**config.mk**
```make
export PLATFORM = sky130hd
export DESIGN_NAME = chgen_top
export DESIGN_NICKNAME = d
export VERILOG_FILES = /design/src/hw/chgen_pkg.sv /design/src/hw/chgen_shadow.sv /design/src/hw/chgen_drain.sv /design/src/hw/chgen_top.sv
export SDC_FILE = /design/constraint.sdc
export NUM_CORES = 1
export LEC_CHECK = 0
export BUFFER_PORTS_ARGS = -buffer_cell sky130_fd_sc_hd__buf_2
export CORE_MARGIN = 2
export CORE_UTILIZATION = 54
export DETAILED_ROUTE_END_ITERATION = 6
export PLACE_DENSITY = 0.77
export SYNTH_ARGS = -nofsm -noshare
export SYNTH_HDL_FRONTEND = slang
export SYNTH_HIERARCHICAL = 1
export SYNTH_SLANG_ARGS = --single-unit
```
**constraint.sdc**
```tcl
create_clock -name sys_clk -period 3.05 [get_ports sys_clk]
set_input_delay 0.1525 -clock sys_clk [delete_from_list [all_inputs] [get_ports sys_clk]]
set_output_delay 0.1525 -clock sys_clk [all_outputs]
set_load 0.01 [all_outputs]
```
**src/hw/chgen_pkg.sv**
```systemverilog
// How it works
// - cache hint rides in tag of posted writes
// - reset returns hint logic to initial state
// - queue settings apply once hinted traffic drains
// - mode picks cpu or interrupt-controller target
// - legacy byte: enable bit0, target bits 3:1
// - newer byte: full target id, zero disables
// - processing hints set TH, steering, hint bits
// - extended processing-hint format never generated
// - steering table holds eight entries
// - hinted reads carry all byte enables cleared
// - tx write-back uses tx steer, descriptor hint
// - rx buffer writes use rx steer, payload hint
// - rx write-back uses rx steer, descriptor hint
// - tx fetch uses descriptor hint, steering zero
// - rx fetch uses rx steer, descriptor hint
// - tx data reads use tx steer, payload hint
// - descriptor hint resets 00b, payload hint 10b
package chgen_pkg;
    // traffic kinds presented with each request
    typedef enum logic [2:0] {
        CHGEN_TX_WB = 3'h0,
        CHGEN_RX_DATA = 3'h1,
        CHGEN_RX_WB = 3'h2,
        CHGEN_TX_FETCH = 3'h3,
        CHGEN_RX_FETCH = 3'h4,
        CHGEN_TX_READ = 3'h5
    } chgen_traffic_t;
    // hint mode select values
    localparam logic CHGEN_MODE_LEGACY = 1'h0;
    localparam logic CHGEN_MODE_NEWER = 1'h1;
    // legacy hint byte fields
    localparam int CHGEN_LEG_EN_BIT = 0;
    localparam int CHGEN_LEG_TGT_LO = 1;
    localparam int CHGEN_LEG_TGT_HI = 3;
    // processing hint reset values
    localparam logic [1:0] CHGEN_DESCRIPTOR_HINT_FIELD_RST = 2'h0;
    localparam logic [1:0] CHGEN_PAYLOAD_HINT_FIELD_RST = 2'h2;
    // steering table depth and socket field
    localparam int CHGEN_ST_ENTRIES = 8;
    localparam int CHGEN_SOCKET_W = 3;
    // outstanding hinted requests tracked
    localparam int CHGEN_CNT_W = 6;
    // queue control bit positions (8-bit control word)
    localparam int CHGEN_C_TX_WB = 0;
    localparam int CHGEN_C_TX_FETCH = 1;
    localparam int CHGEN_C_TX_READ = 2;
    localparam int CHGEN_C_RX_HDR = 3;
    localparam int CHGEN_C_RX_PAY = 4;
    localparam int CHGEN_C_RX_WB = 5;
    localparam int CHGEN_C_RX_FETCH = 6;
    localparam int CHGEN_C_CACHE = 7;
    localparam int CHGEN_CTRL_W = 8;
endpackage : chgen_pkg

```
**src/hw/chgen_shadow.sv**
```systemverilog
`timescale 1ns/1ps
`default_nettype none
// holds a queue's live control, taking the pending value when drained
module chgen_shadow
    import chgen_pkg::*;
(
    // clock and reset
    input wire logic sys_clk,
    input wire logic reset,
    // software side
    input wire logic [CHGEN_CTRL_W-1:0] wr_ctrl,
    input wire logic [7:0] wr_steer,
    input wire logic wr_stb,
    // drain state
    input wire logic drained,
    // live settings
    output logic [CHGEN_CTRL_W-1:0] live_ctrl,
    output logic [7:0] live_steer,
    output logic pending
);
    logic [CHGEN_CTRL_W-1:0] pend_ctrl_r;
    logic [7:0] pend_steer_r;
    logic pend_r;
    logic [CHGEN_CTRL_W-1:0] live_ctrl_r;
    logic [7:0] live_steer_r;
    // apply only when nothing hinted in flight and no write this cycle
    wire apply = pend_r & drained & ~wr_stb;

    // pending write capture; write always accepted
    always_ff @(posedge sys_clk) begin
        if (reset) begin
            pend_r <= 1'b0;
            pend_ctrl_r <= '0;
            pend_steer_r <= 8'h00;
        end else if (wr_stb) begin
            pend_r <= 1'b1;
            pend_ctrl_r <= wr_ctrl;
            pend_steer_r <= wr_steer;
        end else if (apply) begin
            pend_r <= 1'b0;
        end
    end

    // live copy updated only once drained
    always_ff @(posedge sys_clk) begin
        if (reset) begin
            live_ctrl_r <= '0;
            live_steer_r <= 8'h00;
        end else if (apply) begin
            live_ctrl_r <= pend_ctrl_r;
            live_steer_r <= pend_steer_r;
        end
    end

    assign live_ctrl = live_ctrl_r;
    assign live_steer = live_steer_r;
    assign pending = pend_r;

    a_no_early_apply: assert property (@(posedge sys_clk) disable iff (reset)
        (~drained) |=> $stable(live_ctrl_r))
        else $error("queue control changed while hinted traffic in flight");
endmodule // chgen_shadow
`default_nettype wire

```
**src/hw/chgen_drain.sv**
```systemverilog
`timescale 1ns/1ps
`default_nettype none
// counts hinted requests issued but not yet completed
module chgen_drain
    import chgen_pkg::*;
(
    // clock and reset
    input wire logic sys_clk,
    input wire logic reset,
    // events
    input wire logic issue,
    input wire logic done,
    // state
    output logic drained,
    output logic full
);
    logic [CHGEN_CNT_W-1:0] cnt_r;
    logic [CHGEN_CNT_W-1:0] cnt_nxt;
    // done without outstanding is ignored to avoid wrap
    wire dec = done & (cnt_r != '0);

    assign cnt_nxt = cnt_r + CHGEN_CNT_W'(issue) - CHGEN_CNT_W'(dec);
    assign drained = (cnt_r == '0);
    assign full = (cnt_r == {CHGEN_CNT_W{1'b1}});

    // outstanding counter
    always_ff @(posedge sys_clk) begin
        if (reset) begin
            cnt_r <= '0;
        end else begin
            cnt_r <= cnt_nxt;
        end
    end
endmodule // chgen_drain
`default_nettype wire

```
**src/hw/chgen_top.sv**
```systemverilog
`timescale 1ns/1ps
`default_nettype none
// per-request hint generator: cache hint in tag or processing hints
module chgen_top
    import chgen_pkg::*;
(
    // clock and reset
    input wire logic sys_clk,
    input wire logic reset,
    // global settings
    input wire logic cache_hint_global_enable,
    input wire logic cache_hint_mode_select,
    input wire logic [1:0] descriptor_hint_field,
    input wire logic [1:0] payload_hint_field,
    input wire logic [1:0] descriptor_hint_wr_val,
    input wire logic [1:0] payload_hint_wr_val,
    input wire logic hint_fields_wr,
    input wire logic requester_enable,
    // per-queue control writes (one rx, one tx queue)
    input wire logic [CHGEN_CTRL_W-1:0] rx_queue_hint_ctrl,
    input wire logic [7:0] rx_queue_steer_field,
    input wire logic rx_ctrl_wr,
    input wire logic [CHGEN_CTRL_W-1:0] tx_queue_hint_ctrl,
    input wire logic [7:0] tx_queue_steer_field,
    input wire logic tx_ctrl_wr,
    // cache target ids
    input wire logic [2:0] legacy_cpu_target,
    input wire logic [7:0] intc_core_target,
    // request in
    input wire logic req_valid,
    input wire logic [2:0] req_traffic,
    input wire logic req_is_read,
    input wire logic [3:0] req_byte_en,
    output logic req_ready,
    // completion of a hinted request
    input wire logic hint_done,
    // hinted request out
    output logic out_valid,
    output logic out_th,
    output logic [7:0] out_steer_tag,
    output logic [1:0] out_ph,
    output logic [7:0] out_tag_hint,
    output logic [3:0] out_byte_en,
    output logic out_extended,
    // status
    output logic [1:0] descriptor_hint_live,
    output logic [1:0] payload_hint_live,
    output logic rx_update_pending,
    output logic tx_update_pending,
    output logic [3:0] steer_table_size
);
    logic [CHGEN_CTRL_W-1:0] rx_live;
    logic [CHGEN_CTRL_W-1:0] tx_live;
    logic [7:0] rx_steer;
    logic [7:0] tx_steer;
    logic drained;
    logic cnt_full;
    logic [1:0] descriptor_hint_field_r;
    logic [1:0] payload_hint_field_r;
    logic out_valid_r;
    logic out_th_r;
    logic [7:0] out_st_r;
    logic [1:0] out_ph_r;
    logic [7:0] out_tag_r;
    logic [3:0] out_be_r;
    // request classification, declared early for the drain counter
    logic out_th_c; // processing hints go on this request
    logic tag_en_c; // cache hint rides in the tag of this request
    logic hinted_c; // the host owes a completion for this request

    // processing hint fields with documented reset values
    always_ff @(posedge sys_clk) begin
        if (reset) begin
            descriptor_hint_field_r <= CHGEN_DESCRIPTOR_HINT_FIELD_RST;
            payload_hint_field_r <= CHGEN_PAYLOAD_HINT_FIELD_RST;
        end else if (hint_fields_wr) begin
            descriptor_hint_field_r <= descriptor_hint_wr_val;
            payload_hint_field_r <= payload_hint_wr_val;
        end
    end
    // inputs kept for visibility of the written globals
    wire unused_globals = ^{descriptor_hint_field, payload_hint_field};

    chgen_drain u_drain (
        .sys_clk(sys_clk),
        .reset(reset),
        .issue(req_valid & req_ready & hinted_c),
        .done(hint_done),
        .drained(drained),
        .full(cnt_full)
    );

    chgen_shadow u_rx (
        .sys_clk(sys_clk),
        .reset(reset),
        .wr_ctrl(rx_queue_hint_ctrl),
        .wr_steer(rx_queue_steer_field),
        .wr_stb(rx_ctrl_wr),
        .drained(drained),
        .live_ctrl(rx_live),
        .live_steer(rx_steer),
        .pending(rx_update_pending)
    );

    chgen_shadow u_tx (
        .sys_clk(sys_clk),
        .reset(reset),
        .wr_ctrl(tx_queue_hint_ctrl),
        .wr_steer(tx_queue_steer_field),
        .wr_stb(tx_ctrl_wr),
        .drained(drained),
        .live_ctrl(tx_live),
        .live_steer(tx_steer),
        .pending(tx_update_pending)
    );

    // per traffic type selection of enable, steering and hint
    logic sel_en_c;
    logic [7:0] sel_st_c;
    logic [1:0] sel_ph_c;
    logic sel_rx_c;
    always_comb begin
        sel_en_c = 1'b0;
        sel_st_c = 8'h00;
        sel_ph_c = descriptor_hint_field_r;
        sel_rx_c = 1'b0;
        case (req_traffic)
            CHGEN_TX_WB: begin
                sel_en_c = tx_live[CHGEN_C_TX_WB];
                sel_st_c = tx_steer;
            end
            CHGEN_RX_DATA: begin
                sel_en_c = rx_live[CHGEN_C_RX_HDR] | rx_live[CHGEN_C_RX_PAY];
                sel_st_c = rx_steer;
                sel_ph_c = payload_hint_field_r;
                sel_rx_c = 1'b1;
            end
            CHGEN_RX_WB: begin
                sel_en_c = rx_live[CHGEN_C_RX_WB];
                sel_st_c = rx_steer;
                sel_rx_c = 1'b1;
            end
            CHGEN_TX_FETCH: begin
                sel_en_c = tx_live[CHGEN_C_TX_FETCH];
                sel_st_c = 8'h00;
            end
            CHGEN_RX_FETCH: begin
                sel_en_c = rx_live[CHGEN_C_RX_FETCH];
                sel_st_c = rx_steer;
                sel_rx_c = 1'b1;
            end
            CHGEN_TX_READ: begin
                sel_en_c = tx_live[CHGEN_C_TX_READ];
                sel_st_c = tx_steer;
                sel_ph_c = payload_hint_field_r;
            end
            default: begin
                sel_en_c = 1'b0;
            end
        endcase
    end

    // processing hints need the requester enable from config space
    assign out_th_c = sel_en_c & requester_enable;
    // cache hint only on posted writes, per queue, globally enabled
    wire q_cache_c = sel_rx_c ? rx_live[CHGEN_C_CACHE] : tx_live[CHGEN_C_CACHE];
    assign tag_en_c = cache_hint_global_enable & q_cache_c & ~req_is_read;
    // legacy byte: enable in bit 0, cpu target above, upper nibble zero
    wire [7:0] legacy_byte = {4'h0, legacy_cpu_target, 1'b1};
    // newer byte is the whole core id; zero already means disabled
    wire [7:0] newer_byte = intc_core_target;
    wire [7:0] tag_byte_c = (cache_hint_mode_select == CHGEN_MODE_NEWER) ?
        newer_byte : legacy_byte;
    // an all-zero tag byte is no hint at all, so the host never completes it;
    // counting it would leave the drain counter stuck and block queue updates
    assign hinted_c = out_th_c | (tag_en_c & (tag_byte_c != 8'h00));

    // stall when the outstanding counter would overflow
    assign req_ready = ~cnt_full;

    // output register stage
    always_ff @(posedge sys_clk) begin
        if (reset) begin
            out_valid_r <= 1'b0;
            out_th_r <= 1'b0;
            out_st_r <= 8'h00;
            out_ph_r <= 2'h0;
            out_tag_r <= 8'h00;
            out_be_r <= 4'h0;
        end else begin
            out_valid_r <= req_valid & req_ready;
            out_th_r <= out_th_c;
            out_st_r <= out_th_c ? sel_st_c : 8'h00;
            out_ph_r <= out_th_c ? sel_ph_c : 2'h0;
            out_tag_r <= tag_en_c ? tag_byte_c : 8'h00;
            out_be_r <= (out_th_c & req_is_read) ? 4'h0 : req_byte_en;
        end
    end

    assign out_valid = out_valid_r;
    assign out_th = out_th_r;
    assign out_steer_tag = out_st_r;
    assign out_ph = out_ph_r;
    assign out_tag_hint = out_tag_r;
    assign out_byte_en = out_be_r;
    assign out_extended = 1'b0;
    assign descriptor_hint_live = descriptor_hint_field_r;
    assign payload_hint_live = payload_hint_field_r;
    assign steer_table_size = 4'(CHGEN_ST_ENTRIES);

    a_fetch_steer_zero: assert property (@(posedge sys_clk) disable iff (reset)
        (req_valid && req_ready && req_traffic == CHGEN_TX_FETCH) |=> out_steer_tag == 8'h00)
        else $error("tx fetch steering not zero");
    a_read_be_clear: assert property (@(posedge sys_clk) disable iff (reset)
        (req_valid && req_ready && req_is_read && out_th_c) |=> out_byte_en == 4'h0)
        else $error("hinted read has byte enables");
    a_no_th_unhinted: assert property (@(posedge sys_clk) disable iff (reset)
        (req_valid && !sel_en_c) |=> !out_th)
        else $error("TH set on unhinted queue");
    a_legacy_enbit: assert property (@(posedge sys_clk) disable iff (reset)
        (tag_en_c && cache_hint_mode_select == CHGEN_MODE_LEGACY) |=>
        out_tag_hint[0] && out_tag_hint[7:4] == 4'h0)
        else $error("legacy hint byte malformed");
    a_read_no_tag: assert property (@(posedge sys_clk) disable iff (reset)
        req_is_read |=> out_tag_hint == 8'h00)
        else $error("cache hint on a read");
    a_reset_ph: assert property (@(posedge sys_clk)
        reset |=> descriptor_hint_field_r == 2'h0 && payload_hint_field_r == 2'h2)
        else $error("hint fields reset wrong");
    a_newer_byte: assert property (@(posedge sys_clk) disable iff (reset)
        (tag_en_c && cache_hint_mode_select == CHGEN_MODE_NEWER) |=>
        out_tag_hint == $past(intc_core_target))
        else $error("newer hint byte wrong");
    a_rx_steer: assert property (@(posedge sys_clk) disable iff (reset)
        (out_th_c && req_traffic == CHGEN_RX_WB) |=> out_steer_tag == $past(rx_steer))
        else $error("rx write-back steering wrong");

    // further checks: per traffic selection, gating and reset state
    // the steering, hint and target checks below sample the stage inputs one edge back with $past

    // extended format is never on the wire
    a_ext_never: assert property (@(posedge sys_clk) disable iff (reset)
        out_extended == 1'b0)
        else $error("extended hint format issued");

    // no requester enable, no TH
    a_th_needs_req: assert property (@(posedge sys_clk) disable iff (reset)
        (!requester_enable) |=> !out_th)
        else $error("TH set without requester enable");

    // tx write-back steering from tx queue
    a_tx_wb_steer: assert property (@(posedge sys_clk) disable iff (reset)
        (out_th_c && req_traffic == CHGEN_TX_WB) |=> out_steer_tag == $past(tx_steer))
        else $error("tx write-back steering wrong");

    // tx write-back hint from descriptor field
    a_tx_wb_ph: assert property (@(posedge sys_clk) disable iff (reset)
        (out_th_c && req_traffic == CHGEN_TX_WB) |=> out_ph == $past(descriptor_hint_field_r))
        else $error("tx write-back hint wrong");

    // rx buffer writes: rx steering, payload hint
    a_rx_data_hint: assert property (@(posedge sys_clk) disable iff (reset)
        (out_th_c && req_traffic == CHGEN_RX_DATA) |=>
        out_ph == $past(payload_hint_field_r) && out_steer_tag == $past(rx_steer))
        else $error("rx buffer write hint wrong");

    // rx fetch steering from rx queue
    a_rx_fetch_st: assert property (@(posedge sys_clk) disable iff (reset)
        (out_th_c && req_traffic == CHGEN_RX_FETCH) |=> out_steer_tag == $past(rx_steer))
        else $error("rx fetch steering wrong");

    // tx data reads: tx steering, payload hint
    a_tx_read_hint: assert property (@(posedge sys_clk) disable iff (reset)
        (out_th_c && req_traffic == CHGEN_TX_READ) |=>
        out_ph == $past(payload_hint_field_r) && out_steer_tag == $past(tx_steer))
        else $error("tx read hint wrong");

    // tx fetch is gated by its own enable bit
    a_tx_fetch_gate: assert property (@(posedge sys_clk) disable iff (reset)
        (req_traffic == CHGEN_TX_FETCH && !tx_live[CHGEN_C_TX_FETCH]) |=> !out_th)
        else $error("tx fetch hinted while disabled");

    // outputs quiet right after reset
    a_reset_outputs: assert property (@(posedge sys_clk)
        reset |=> !out_valid && !out_th && out_tag_hint == 8'h00)
        else $error("outputs not cleared by reset");

    // legacy target bits carry the cpu target
    a_legacy_target: assert property (@(posedge sys_clk) disable iff (reset)
        (tag_en_c && cache_hint_mode_select == CHGEN_MODE_LEGACY) |=>
        out_tag_hint[3:1] == $past(legacy_cpu_target))
        else $error("legacy target bits wrong");

    // no cache hint unless enabled for the queue
    a_unhinted_tag: assert property (@(posedge sys_clk) disable iff (reset)
        (!tag_en_c) |=> out_tag_hint == 8'h00)
        else $error("tag hint on unhinted request");

    // a full counter must hold requests back
    a_ready_full: assert property (@(posedge sys_clk) disable iff (reset)
        cnt_full |-> !req_ready)
        else $error("request taken with counter full");

    // steering table size is fixed
    a_table_size: assert property (@(posedge sys_clk) disable iff (reset)
        steer_table_size == 4'h8)
        else $error("steering table size wrong");
endmodule // chgen_top
`default_nettype wire

```
Word level (Yosys, flattened, before mapping)
Index checks and enable logic that the tools add are counted.
Widths: inputs -> output; s select.
{"block": "totals", "regBits": 100, "in_bits": 69, "output_inout_bits": 36, "word_cells": 69}
{"block": "op_classes", "n_addsub": 2, "eq_ne": 6, "muxes": 10, "bitwise": 20, "reduce_logical": 12}
{"operator": "$pmux 8 s2", "count": 1}
{"operator": "$and 1x1->1", "count": 12}
{"operator": "$reduce_or 2->1", "count": 5}
{"operator": "$mux 8", "count": 1}
{"operator": "$reduce_bool 8->1", "count": 1}
{"operator": "$add 6x1->6", "count": 1}
{"operator": "$eq 3x2->1 const B", "count": 2}
{"operator": "$eq 3x3->1 const B", "count": 2}
{"operator": "$eq 6x6->1 const B", "count": 1}
{"operator": "$logic_not 6->1", "count": 1}
{"operator": "$mux 1", "count": 6}
{"operator": "$not 1->1", "count": 6}
{"operator": "$pmux 1 s6", "count": 1}
{"operator": "$reduce_bool 6->1", "count": 1}
{"operator": "$sub 6x1->6", "count": 1}
{"operator": "$reduce_bool 2->1", "count": 2}
{"operator": "$eq 3x1->1 const B", "count": 1}
{"operator": "$logic_not 3->1", "count": 1}
{"operator": "$reduce_or 3->1", "count": 1}
{"operator": "$mux 2", "count": 1}
{"operator": "$or 1x1->1", "count": 2}

Logic depth before layout (Yosys ltp)
Gate-level depths: netlist of run 1.
{"block": "depth", "ltp_word": 11, "depth_mapped": 12, "depth_no_buf": 12}

Modules after synthesis
The synthesis of run 1 kept the hierarchy.
{"module": "chgen_shadow", "instances": 2, "cells_per_inst": 126, "area_per_inst_um2": 1323.8}
{"module": "chgen_top", "instances": 1, "cells_per_inst": 127, "area_per_inst_um2": 1321.3}
{"module": "chgen_drain", "instances": 1, "cells_per_inst": 56, "area_per_inst_um2": 508.0}

Least setup slack after synthesis of run 1
No wires, ideal clock.
{"block": "synth_path", "kind": "reg-to-reg", "startpoint": "register u_drain.cnt_r[2]", "endpoint": "register u_drain.cnt_r[4]", "setup_ns": 0.121, "arrival_ns": 2.426, "required_ns": 2.929, "setup_slack_ns": 0.503, "stages_incl_launch_ff": 13, "path_buffers": 0, "synth_period_minus_slack_ns": 2.547, "path_cell_list": "dfxtp_1 -> inv_1 -> ha_1 -> nand2_1 -> nor3_1 -> nor2b_1 -> ha_1 -> inv_1 -> ha_1 -> fa_1 -> a21o_1 -> a21oi_2 -> mux2_4"}
{"block": "synth_via", "elab_chain_cells": 6, "elab_cells_between_ends": 8, "classes_between": "add/sub: 2; eq/ne: 1; bitwise: 4; reduce/logical: 1"}
{"item": "start, declared", "line_no": "chgen_drain.sv:17", "rtl": "logic [CHGEN_CNT_W-1:0] cnt_r;"}
{"item": "start signal, assigned", "line_no": "chgen_drain.sv:31", "rtl": "cnt_r <= cnt_nxt;"}
{"item": "$eq 6x6->1", "line_no": "chgen_drain.sv:24", "rtl": "assign full = (cnt_r == {CHGEN_CNT_W{1'b1}});"}
{"item": "$not 1->1", "line_no": "chgen_top.sv:179", "rtl": "assign req_ready = ~cnt_full;"}
{"item": "$and 1x1->1 (2 in a row)", "line_no": "chgen_top.sv:87", "rtl": ".issue(req_valid & req_ready & hinted_c),"}
{"item": "$add 6x1->6", "line_no": "chgen_drain.sv:22", "rtl": "assign cnt_nxt = cnt_r + CHGEN_CNT_W'(issue) - CHGEN_CNT_W'(dec);"}
{"item": "$sub 6x1->6 *", "line_no": "chgen_drain.sv:22"}
Mark *: on every way between the ends. The rest lies on a longest branch, timed or not.
A chain may end at the register's enable or synchronous reset.

Worst setup path after layout of run 1
{"block": "layout_path", "startpoint": "register u_drain.cnt_r[3]", "endpoint": "register u_drain.cnt_r[4]"}
Same word-level chain as after synthesis.

==> results.toml, run 1 <==
[grt]
grt.total_usage_pct = 19.1
overflow = 0
antenna_found_initial = 0
grt_pass1_wl_um = 11600
first_global_vias = 2481
maximum_number_of_pins_on_one_net_before_global_route_repair = 60

[sta]
rsz0062_at_grt = "false"
hold_viol_final = 0
clock-skew-final_ns = 0.0111
tightestPinTransition_ns = 0.864
min_period_ns = 2.65
fin_setup_tns_ns = 0
slew_margin_rel_pct = 42.4
fmax_mhz = 378
finalSetupViolations = 0
maxSlewViolCount = 0
fin_crit_sh_pct = 86.8

[setup_path]
reg2reg_setup_slack_ns = 0.40
worstReg2RegEnd = "u_drain/cnt_r[4]$_SDFF_PP0_"
timing.critical_path.from = "u_drain/cnt_r[3]$_SDFF_PP0_"
worstSetupStartpointType = "flip-flop"
critPathCaptureType = "flip-flop"
r2r_cells = 12
crit_family = "adder cells"
critical_path.max_stage_delay_ns = 0.44
crit_arrival_ns = 2.90
crit_chain = "inv_1 > ha_1 > nand2_1 > nor3_1 > nor2b_1 > ha_1 > inv_1 > ha_1 > fa_1 > a21o_1 > a21oi_2 > mux2_4"
timing.rr.start = "u_drain/cnt_r[3]$_SDFF_PP0_"
dominant_cell_type_by_count_on_the_critical_path = "sky130_fd_sc_hd__ha_1"
setup.worst_path.class = "reg2reg"
crit_path_top_delay_cell = "sky130_fd_sc_hd__fa_1"
required_ns = 3.30
cp.depth = 12
cp_max_fo = 3
path_buf_inv = 2
cp-endpoint = "u_drain/cnt_r[4]$_SDFF_PP0_"

[worst_hold_path]
hold_path.class = "in2reg"

[routing]
wire_per_inst_um = 13.4
detail_route.vias_per_cell = 5.00
final_wirelength_um = 7560
final_routed_drc_violation_total = 0
initialDrtViolationCount = 74
final_antenna_net_count = 0
detail_route.first_pass.iterations = 4
via_count = 2825

[floorplanning]
chipWidth_um = 89.4
core_box_area_um2 = 7180
io-pin-count = 105
start_util_pct = 54.9
fp.dieH_um = 89.4
design.die.area_um2 = 8000
number_of_rows_in_the_core_area = 31

[clock_network]
htree_num_levels = 3
clock_tree.buffer_depth = 2
clkTransAtPathRegs_ns = 0.09
clock-root-buffer = "sky130_fd_sc_hd__clkbuf_8"
cts_inserted_buffers = 9
clkSinkCount = 86
clock_latency_ns = 0.35
cts_tree = "yes"

[finish]
final_layout_size_suffix_gt1_share_pct = 27.0
design_area_um2 = 4580
areaGrowthSynthToFinish_pct = 16.2
layoutNonFillerInstCount = 565
footprint_of_the_multi_input_gates_um2 = 1950
fillCellCount = 613
nNetsFinal = 541
ff_latch_area_um2 = 1720
diodes = 0

[power_and_ir_drop]
power.combinational.fraction_pct = 23.5
power_density_nw_per_um2 = 629
leakage_nw = 2.04
switchingPower_mw = 0.790
sequentialPowerShare_pct = 43.2
internal_power_mw = 2.09
switching_share_pct = 27.4
vdd_drop_max_mv = 0.345
pwr-share-clk_pct = 33.3

[place]
dpl-instance-area_um2 = 4320
detailed_place_hpwl_um = 5530
gp_routability_congestion = 0.749
buffer_ports.inserted = 88
place.detailed.instances = 548

[run_status]
outcome = "finished, final reports clean"

[flow_run]
max-cap-violations = 0

[synthesis]
syn-cell-area_um2 = 3940
avgSynthCellArea_um2 = 10.2
yosys_warnings = 6
syn-instance-count = 386
## tightest hold or removal path, delay by kind of cell
kind | cells | cell delay (ns)
buf+inv | 1 | 0.07
mux | 1 | 0.06
simple gates | 1 | 0.07
## cell usage in the layout (no fill, tap or decap), drive strengths merged, types with 2 or more instances in the layout
cell	instances
and3	4
dfxtp	86
buf	92
xnor2	2
and2b	3
ha	10
clkinv	3
conb	5
inv	15
nor2	41
clkbuf	10
nand3	3
a211o	2
bufinv	3
mux2	2
a311oi	2
nor2b	3
nand2	4
a2bb2oi	8
nand2b	54
nor3	14
a21o	2
mux2i	69
a21oi	6
nor3b	5
and3b	3
nor4	3
## stage by stage
| stage | setup slack (ns) | power (mW) | hold slack [ns] | utilization (%) |
|---|---|---|---|---|
| after floorplan | 0.503 | 1.80 | 0.275 | - |
| after global placement | 0.381 | 1.91 | 0.359 | 60.3 |
| after detailed placement | 0.279 | 1.94 | 0.372 | 60.3 |
| final | 0.403 | 2.88 | 0.0304 | 63.8 |
| after CTS | 0.405 | 2.90 | 0.0222 | 63.8 |
| after global routing | 0.250 | 3.02 | 0.0268 | 63.8 |
## power by group through the flow
stage | registers (mW) | logic, mW | clock network (mW)
2_1_floorplan | 1.26 | 0.533 | 0
6_report | 1.24 | 0.678 | 0.960
5_1_grt | 1.25 | 0.744 | 1.02
3_3_place_gp | 1.27 | 0.646 | 0
3_5_place_dp | 1.27 | 0.672 | 0
4_1_cts | 1.25 | 0.676 | 0.980
## final cells by class
| type | count | share of cell area [%] |
|---|---|---|
| Tap cell | 99 | 2.70 |
| Inverter | 15 | 1.23 |
| Timing Repair Buffer | 93 | 10.5 |
| Clock buffer | 10 | 3.00 |
| Clock inverter | 6 | 2.38 |
| Sequential cell | 86 | 37.6 |
| Multi-Input combinational cell | 256 | 42.6 |
## layer usage
metal	vias up	track usage [%]	part of all wire, %
met5	-	0	0
met2	68	30.4	46
met1	1309	24.7	47
li1	1436	-	-
met3	12	3.97	4.9
met4	0	9.36	2.0
## registers in the layout, summed over array words and instances (netlist names), 4 cells and up
register,count
u_tx/live_ctrl,4
u_rx/pend_steer_r,8
u_rx/live_ctrl,5
u_tx/live_steer,8
u_tx/pend_steer_r,8
u_rx/live_steer,8
out_byte_en,4
out_tag_hint,8
u_drain/cnt_r,6
u_rx/pend_ctrl_r,5
out_steer_tag,8
u_tx/pend_ctrl_r,4
## worst min-delay path by stage
stage / from / slack, ns / depth (start not counted) / to
2_1_floorplan: payload_hint_wr_val[1] / 0.27 / 1 / payload_hint_live[1]$_SDFFE_PP1P_
3_3_place_gp: payload_hint_wr_val[1] / 0.36 / 2 / payload_hint_live[1]$_SDFFE_PP1P_
3_5_place_dp: payload_hint_wr_val[1] / 0.37 / 2 / payload_hint_live[1]$_SDFFE_PP1P_
4_1_cts: tx_queue_steer_field[4] / 0.02 / 3 / u_tx/pend_steer_r[4]$_SDFFE_PP0P_
5_1_grt: tx_queue_hint_ctrl[0] / 0.03 / 3 / u_tx/pend_ctrl_r[0]$_SDFFE_PP0P_
6_report: rx_queue_hint_ctrl[3] / 0.03 / 3 / u_rx/pend_ctrl_r[3]$_SDFFE_PP0P_
## repair_timing
item	in CTS	in global routing
endpoints found under the hold margin	1	0
hold buffers	1	0
setup buffers	0	0
resized for setup	0	0
No activity file was read; power rests on OpenSTA's default activity.
==> run 2: changes to the inputs <==
PLACE_DENSITY = 0.89   (was 0.77)
==> results.toml, run 2 (synthesis gave the netlist of run 1 again) <==
[floorplanning]
io-pin-count = 105
fp.dieH_um = 89.4
core_box_area_um2 = 7180
start_util_pct = 54.9
design.die.area_um2 = 8000
number_of_rows_in_the_core_area = 31
chipWidth_um = 89.4

[setup_path]
crit_arrival_ns = 2.93
worstSetupStartpointType = "flip-flop"
critical_path.max_stage_delay_ns = 0.45
setup.worst_path.class = "reg2reg"
required_ns = 3.29
critPathCaptureType = "flip-flop"
cp_max_fo = 3
dominant_cell_type_by_count_on_the_critical_path = "sky130_fd_sc_hd__ha_1"
crit_path_top_delay_cell = "sky130_fd_sc_hd__fa_1"
r2r_cells = 12
crit_chain = "inv_1 > ha_1 > nand2_1 > nor3_1 > nor2b_1 > ha_1 > inv_1 > ha_1 > fa_1 > a21o_1 > a21oi_2 > mux2_4"

[place]
buffer_ports.inserted = 88
dpl-instance-area_um2 = 4320
place.detailed.instances = 547
detailed_place_hpwl_um = 5520
gp_routability_congestion = 0.828

[clock_network]
htree_num_levels = 3
cts_post_setup_buffers_inserted = 0
clock_latency_ns = 0.35
clkTransAtPathRegs_ns = 0.08
post_cts_resize_count = 0
cts_tree = "yes"
cts_inserted_buffers = 9
clock-root-buffer = "sky130_fd_sc_hd__clkbuf_8"
clock_tree.buffer_depth = 2
hold_buffers = 0
clkSinkCount = 86

[finish]
areaGrowthSynthToFinish_pct = 14.8
fillCellCount = 548
footprint_of_the_multi_input_gates_um2 = 1950
layoutNonFillerInstCount = 562
ff_latch_area_um2 = 1720
layout.cells.most_common_list = "88 x sky130_fd_sc_hd__buf_2, 86 x sky130_fd_sc_hd__dfxtp_1, 69 x sky130_fd_sc_hd__mux2i_1"
final_layout_size_suffix_gt1_share_pct = 26.8
final_common_cell = "sky130_fd_sc_hd__buf_2"
diodes = 0
design_area_um2 = 4520
nNetsFinal = 539

[worst_hold_path]
hold_path.class = "in2reg"
min_path_cells = 2

[sta]
rsz0062_at_grt = "false"
tightestPinTransition_ns = 0.762
min_period_ns = 2.69
maxSlewViolCount = 0
fmax_mhz = 372
fin_setup_tns_ns = 0
fin_crit_sh_pct = 88.1
finalSetupViolations = 0
hold_viol_final = 0
slew_margin_rel_pct = 49.2
clock-skew-final_ns = 0.00677

[grt]
antenna_found_initial = 0
use_met3_pct = 4.71
maximum_number_of_pins_on_one_net_before_global_route_repair = 56
first_global_vias = 2543
overflow = 0
groute.layer.met1.usage_pct = 25.2
grt_pass1_wl_um = 11800
grt_util_met2_pct = 30.2
grt.busiest_layer = "met2"
grt.total_usage_pct = 19.3

[power_and_ir_drop]
leakage_nw = 2.01
vdd_drop_max_mv = 0.290
power_density_nw_per_um2 = 604

[routing]
final_routed_drc_violation_total = 0
detail_route.first_pass.iterations = 4
initialDrtViolationCount = 93
detail_route.vias_per_cell = 4.96
final_wirelength_um = 7390
final_antenna_net_count = 0
via_count = 2785
wire_per_inst_um = 13.1

[flow_run]
max-cap-violations = 0

[run_status]
outcome = "finished, final reports clean"
## run 2: changes by cell type in the layout (fill, tap and decap cells not counted), sizes merged
cell | previous run | this run
buf | 92 | 91
bufinv | 3 | 1
clkbuf | 10 | 12
clkinv | 3 | 1
clkinvlp | 0 | 1
dlygate4sd3 | 1 | 0
## run 2: worst paths after layout
path	startpoint	to	slack, ns
min	payload_hint_wr_val[1]	payload_hint_live[1]$_SDFFE_PP1P_	0.01
min reg2reg	u_tx/live_steer[1]$_SDFFE_PP0P_	u_tx/live_steer[1]$_SDFFE_PP0P_	0.48
max reg2reg	u_drain/cnt_r[3]$_SDFF_PP0_	u_drain/cnt_r[4]$_SDFF_PP0_	0.36
max	u_drain/cnt_r[3]$_SDFF_PP0_	u_drain/cnt_r[4]$_SDFF_PP0_	0.36
## run 2: critical path, delay by kind of cell, from the launching register on
kind,cells,cell delay (ns)
and+or+nand+nor,3,0.34
AOI/OAI and AO/OA,2,0.35
adders and majority gates,4,1.12
DFF,1,0.34
buffers and inverters,2,0.13
muxes,1,0.30
## run 2: report_power, final
part / total (mW) / internal (mW) / switching [mW]
Clock: 0.811 / 0.440 / 0.371
Combinational: 0.676 / 0.328 / 0.348
Sequential: 1.25 / 1.20 / 0.0475
Total: 2.73 / 1.97 / 0.767
## run 2: layout make-up
cell class,instances,share of cell area (%)
Timing Repair Buffer,91,10.2
Clock inverter,3,0.940
Inverter,15,1.24
Multi-Input combinational cell,256,43.1
Clock buffer,12,3.65
Sequential cell,86,38.1
Tap cell,99,2.74
## run 2: stage by stage
stage | power [mW] | worst slack (ns) | hold WS, ns | utilization, %
after floorplan | 1.80 | 0.503 | 0.275 | -
after global placement | 1.90 | 0.413 | 0.364 | 60.2
after detailed placement | 1.94 | 0.371 | 0.371 | 60.2
after CTS | 2.75 | 0.369 | 0.00402 | 63.1
after global routing | 2.89 | 0.215 | 0.00386 | 63.1
final | 2.73 | 0.364 | 0.0135 | 63.1
## run 2: metal layers
layer | wire length [µm] | part of all wire [%]
met1 | 3640 | 49
met2 | 3260 | 44
met3 | 296 | 4.0
met4 | 189 | 2.6
met5 | 0 | 0
==> run 3: changes to the inputs <==
CORE_UTILIZATION = 56   (was 54)
CTS_BUF_LIST = sky130_fd_sc_hd__clkbuf_8   (was default)
GPL_TIMING_DRIVEN = 0   (was default)
PLACE_DENSITY = 0.92   (was 0.89)
==> results.toml, run 3 (synthesis gave the netlist of run 1 again) <==
[run_status]
outcome = "finished, final reports clean"

[clock_network]
cts_post_setup_buffers_inserted = 0
clock_latency_ns = 0.35
htree_num_levels = 3
clkTransAtPathRegs_ns = 0.08
cts_tree = "yes"
hold_buffers = 0
clock-root-buffer = "sky130_fd_sc_hd__clkbuf_8"
clock_tree.buffer_depth = 2
clkSinkCount = 86
post_cts_resize_count = 1
cts_inserted_buffers = 9

[floorplanning]
start_util_pct = 58.0
fp.dieH_um = 87.9
core_box_area_um2 = 6790
number_of_rows_in_the_core_area = 30
chipWidth_um = 87.9
design.die.area_um2 = 7730
io-pin-count = 105

[routing]
detail_route.vias_per_cell = 5.04
wire_per_inst_um = 14.1
final_routed_drc_violation_total = 0
initialDrtViolationCount = 95
final_wirelength_um = 8200
final_antenna_net_count = 0
detail_route.first_pass.iterations = 4
via_count = 2939

[setup_path]
timing.rr.start = "u_drain/cnt_r[2]$_SDFF_PP0_"
reg2reg_setup_slack_ns = 0.17
timing.critical_path.from = "u_drain/cnt_r[2]$_SDFF_PP0_"
r2r_cells = 12
required_ns = 3.29
crit_arrival_ns = 3.12
cp_max_fo = 5
critPathCaptureType = "flip-flop"
worstSetupStartpointType = "flip-flop"
worstReg2RegEnd = "u_drain/cnt_r[4]$_SDFF_PP0_"
setup.worst_path.class = "reg2reg"
cp-endpoint = "u_drain/cnt_r[4]$_SDFF_PP0_"

[finish]
design_area_um2 = 4700
diodes = 0
layout.cells.most_common_list = "87 x sky130_fd_sc_hd__buf_2, 86 x sky130_fd_sc_hd__dfxtp_1, 69 x sky130_fd_sc_hd__mux2i_1"
fillCellCount = 509
nNetsFinal = 562
areaGrowthSynthToFinish_pct = 19.1
final_layout_size_suffix_gt1_share_pct = 28.3
layoutNonFillerInstCount = 583
final_common_cell = "sky130_fd_sc_hd__buf_2"

[sta]
fin_setup_tns_ns = 0
finalSetupViolations = 0
fin_crit_sh_pct = 94.4
fmax_mhz = 347
clock-skew-final_ns = 0.0118
hold_viol_final = 0
rsz0062_at_grt = "false"
min_period_ns = 2.88
tightestPinTransition_ns = 0.575
maxSlewViolCount = 0
hold_slack_ns = 0.0139
slew_margin_rel_pct = 61.6

[grt]
first_global_vias = 2864
overflow = 0
antenna_found_initial = 0
maximum_number_of_pins_on_one_net_before_global_route_repair = 16
grt.total_usage_pct = 22.3
grt_pass1_wl_um = 13400

[power_and_ir_drop]
power_density_nw_per_um2 = 590
leakage_nw = 2.09
vdd_drop_max_mv = 0.314
finalPower_mw = 2.77

[worst_hold_path]
hold_path.class = "in2reg"

[flow_run]
max-cap-violations = 0

[place]
place.detailed.instances = 567
gp_routability_congestion = 0.852
buffer_ports.inserted = 82
detailed_place_hpwl_um = 6390
dpl-instance-area_um2 = 4480
-- run 3: cell types whose count changed in the layout (fill, tap and decap cells not counted), moves of 2 or more --
cell / previous run / this run
sky130_fd_sc_hd__clkinvlp_4: 1 / 3
sky130_fd_sc_hd__buf_1: 0 / 4
sky130_fd_sc_hd__clkbuf_1: 0 / 7
sky130_fd_sc_hd__buf_4: 3 / 6
sky130_fd_sc_hd__buf_6: 0 / 10
sky130_fd_sc_hd__clkbuf_8: 12 / 10
-- run 3: cell type report --
type	instances	area [µm²]	share of cell area, %
Buffer	32	224	4.77
Tap cell	96	120	2.56
Inverter	15	56.3	1.20
Timing Repair Buffer	82	410	8.74
Multi-Input combinational cell	256	1960	41.7
Clock inverter	6	70.1	1.49
Clock buffer	10	138	2.93
Sequential cell	86	1720	36.7
-- run 3: worst min-delay path by stage --
stage,end,cells after the start,startpoint,slack (ns)
final,payload_hint_live[1]$_SDFFE_PP1P_,2,payload_hint_wr_val[1],0.01
after global routing,payload_hint_live[1]$_SDFFE_PP1P_,2,payload_hint_wr_val[1],0.01
after CTS,payload_hint_live[1]$_SDFFE_PP1P_,2,payload_hint_wr_val[1],0.001
after detailed placement,payload_hint_live[1]$_SDFFE_PP1P_,2,payload_hint_wr_val[1],0.36
after global placement,payload_hint_live[1]$_SDFFE_PP1P_,2,payload_hint_wr_val[1],0.36
after floorplan,payload_hint_live[1]$_SDFFE_PP1P_,1,payload_hint_wr_val[1],0.27
-- run 3: stage by stage --
step / setup WS (ns) / util [%]
after floorplan: 0.503 / -
after global placement: 0.0313 / 66.0
after CTS: 0.157 / 69.1
after global routing: 0.00849 / 69.1
final: 0.172 / 69.1
after detailed placement: -0.0432 / 66.0
-- run 3: routing by layer --
metal	vias to the layer above	routed length, µm	global-route usage (%)
met3	15	398	5.00
met4	0	152	7.97
met2	76	4010	37.5
met1	1364	3640	28.0
li1	1484	-	-
met5	-	0	0
-- run 3: critical path, stage by stage, from the launching register on --
cell and delay (ns):
sky130_fd_sc_hd__dfxtp_1 0.34, sky130_fd_sc_hd__inv_1 0.09, sky130_fd_sc_hd__ha_1 0.17, sky130_fd_sc_hd__nand2_1 0.07, sky130_fd_sc_hd__nor3_2 0.34, sky130_fd_sc_hd__nor2b_1 0.10, sky130_fd_sc_hd__ha_1 0.28, sky130_fd_sc_hd__inv_1 0.04
sky130_fd_sc_hd__ha_1 0.24, sky130_fd_sc_hd__fa_1 0.45, sky130_fd_sc_hd__a21o_1 0.20, sky130_fd_sc_hd__a21oi_2 0.16, sky130_fd_sc_hd__mux2_4 0.31
-- run 3: power by group --
group / internal [mW] / switching, mW
sequential: 1.20 / 0.0489
combinational: 0.342 / 0.371
clock: 0.405 / 0.406
total: 1.95 / 0.826
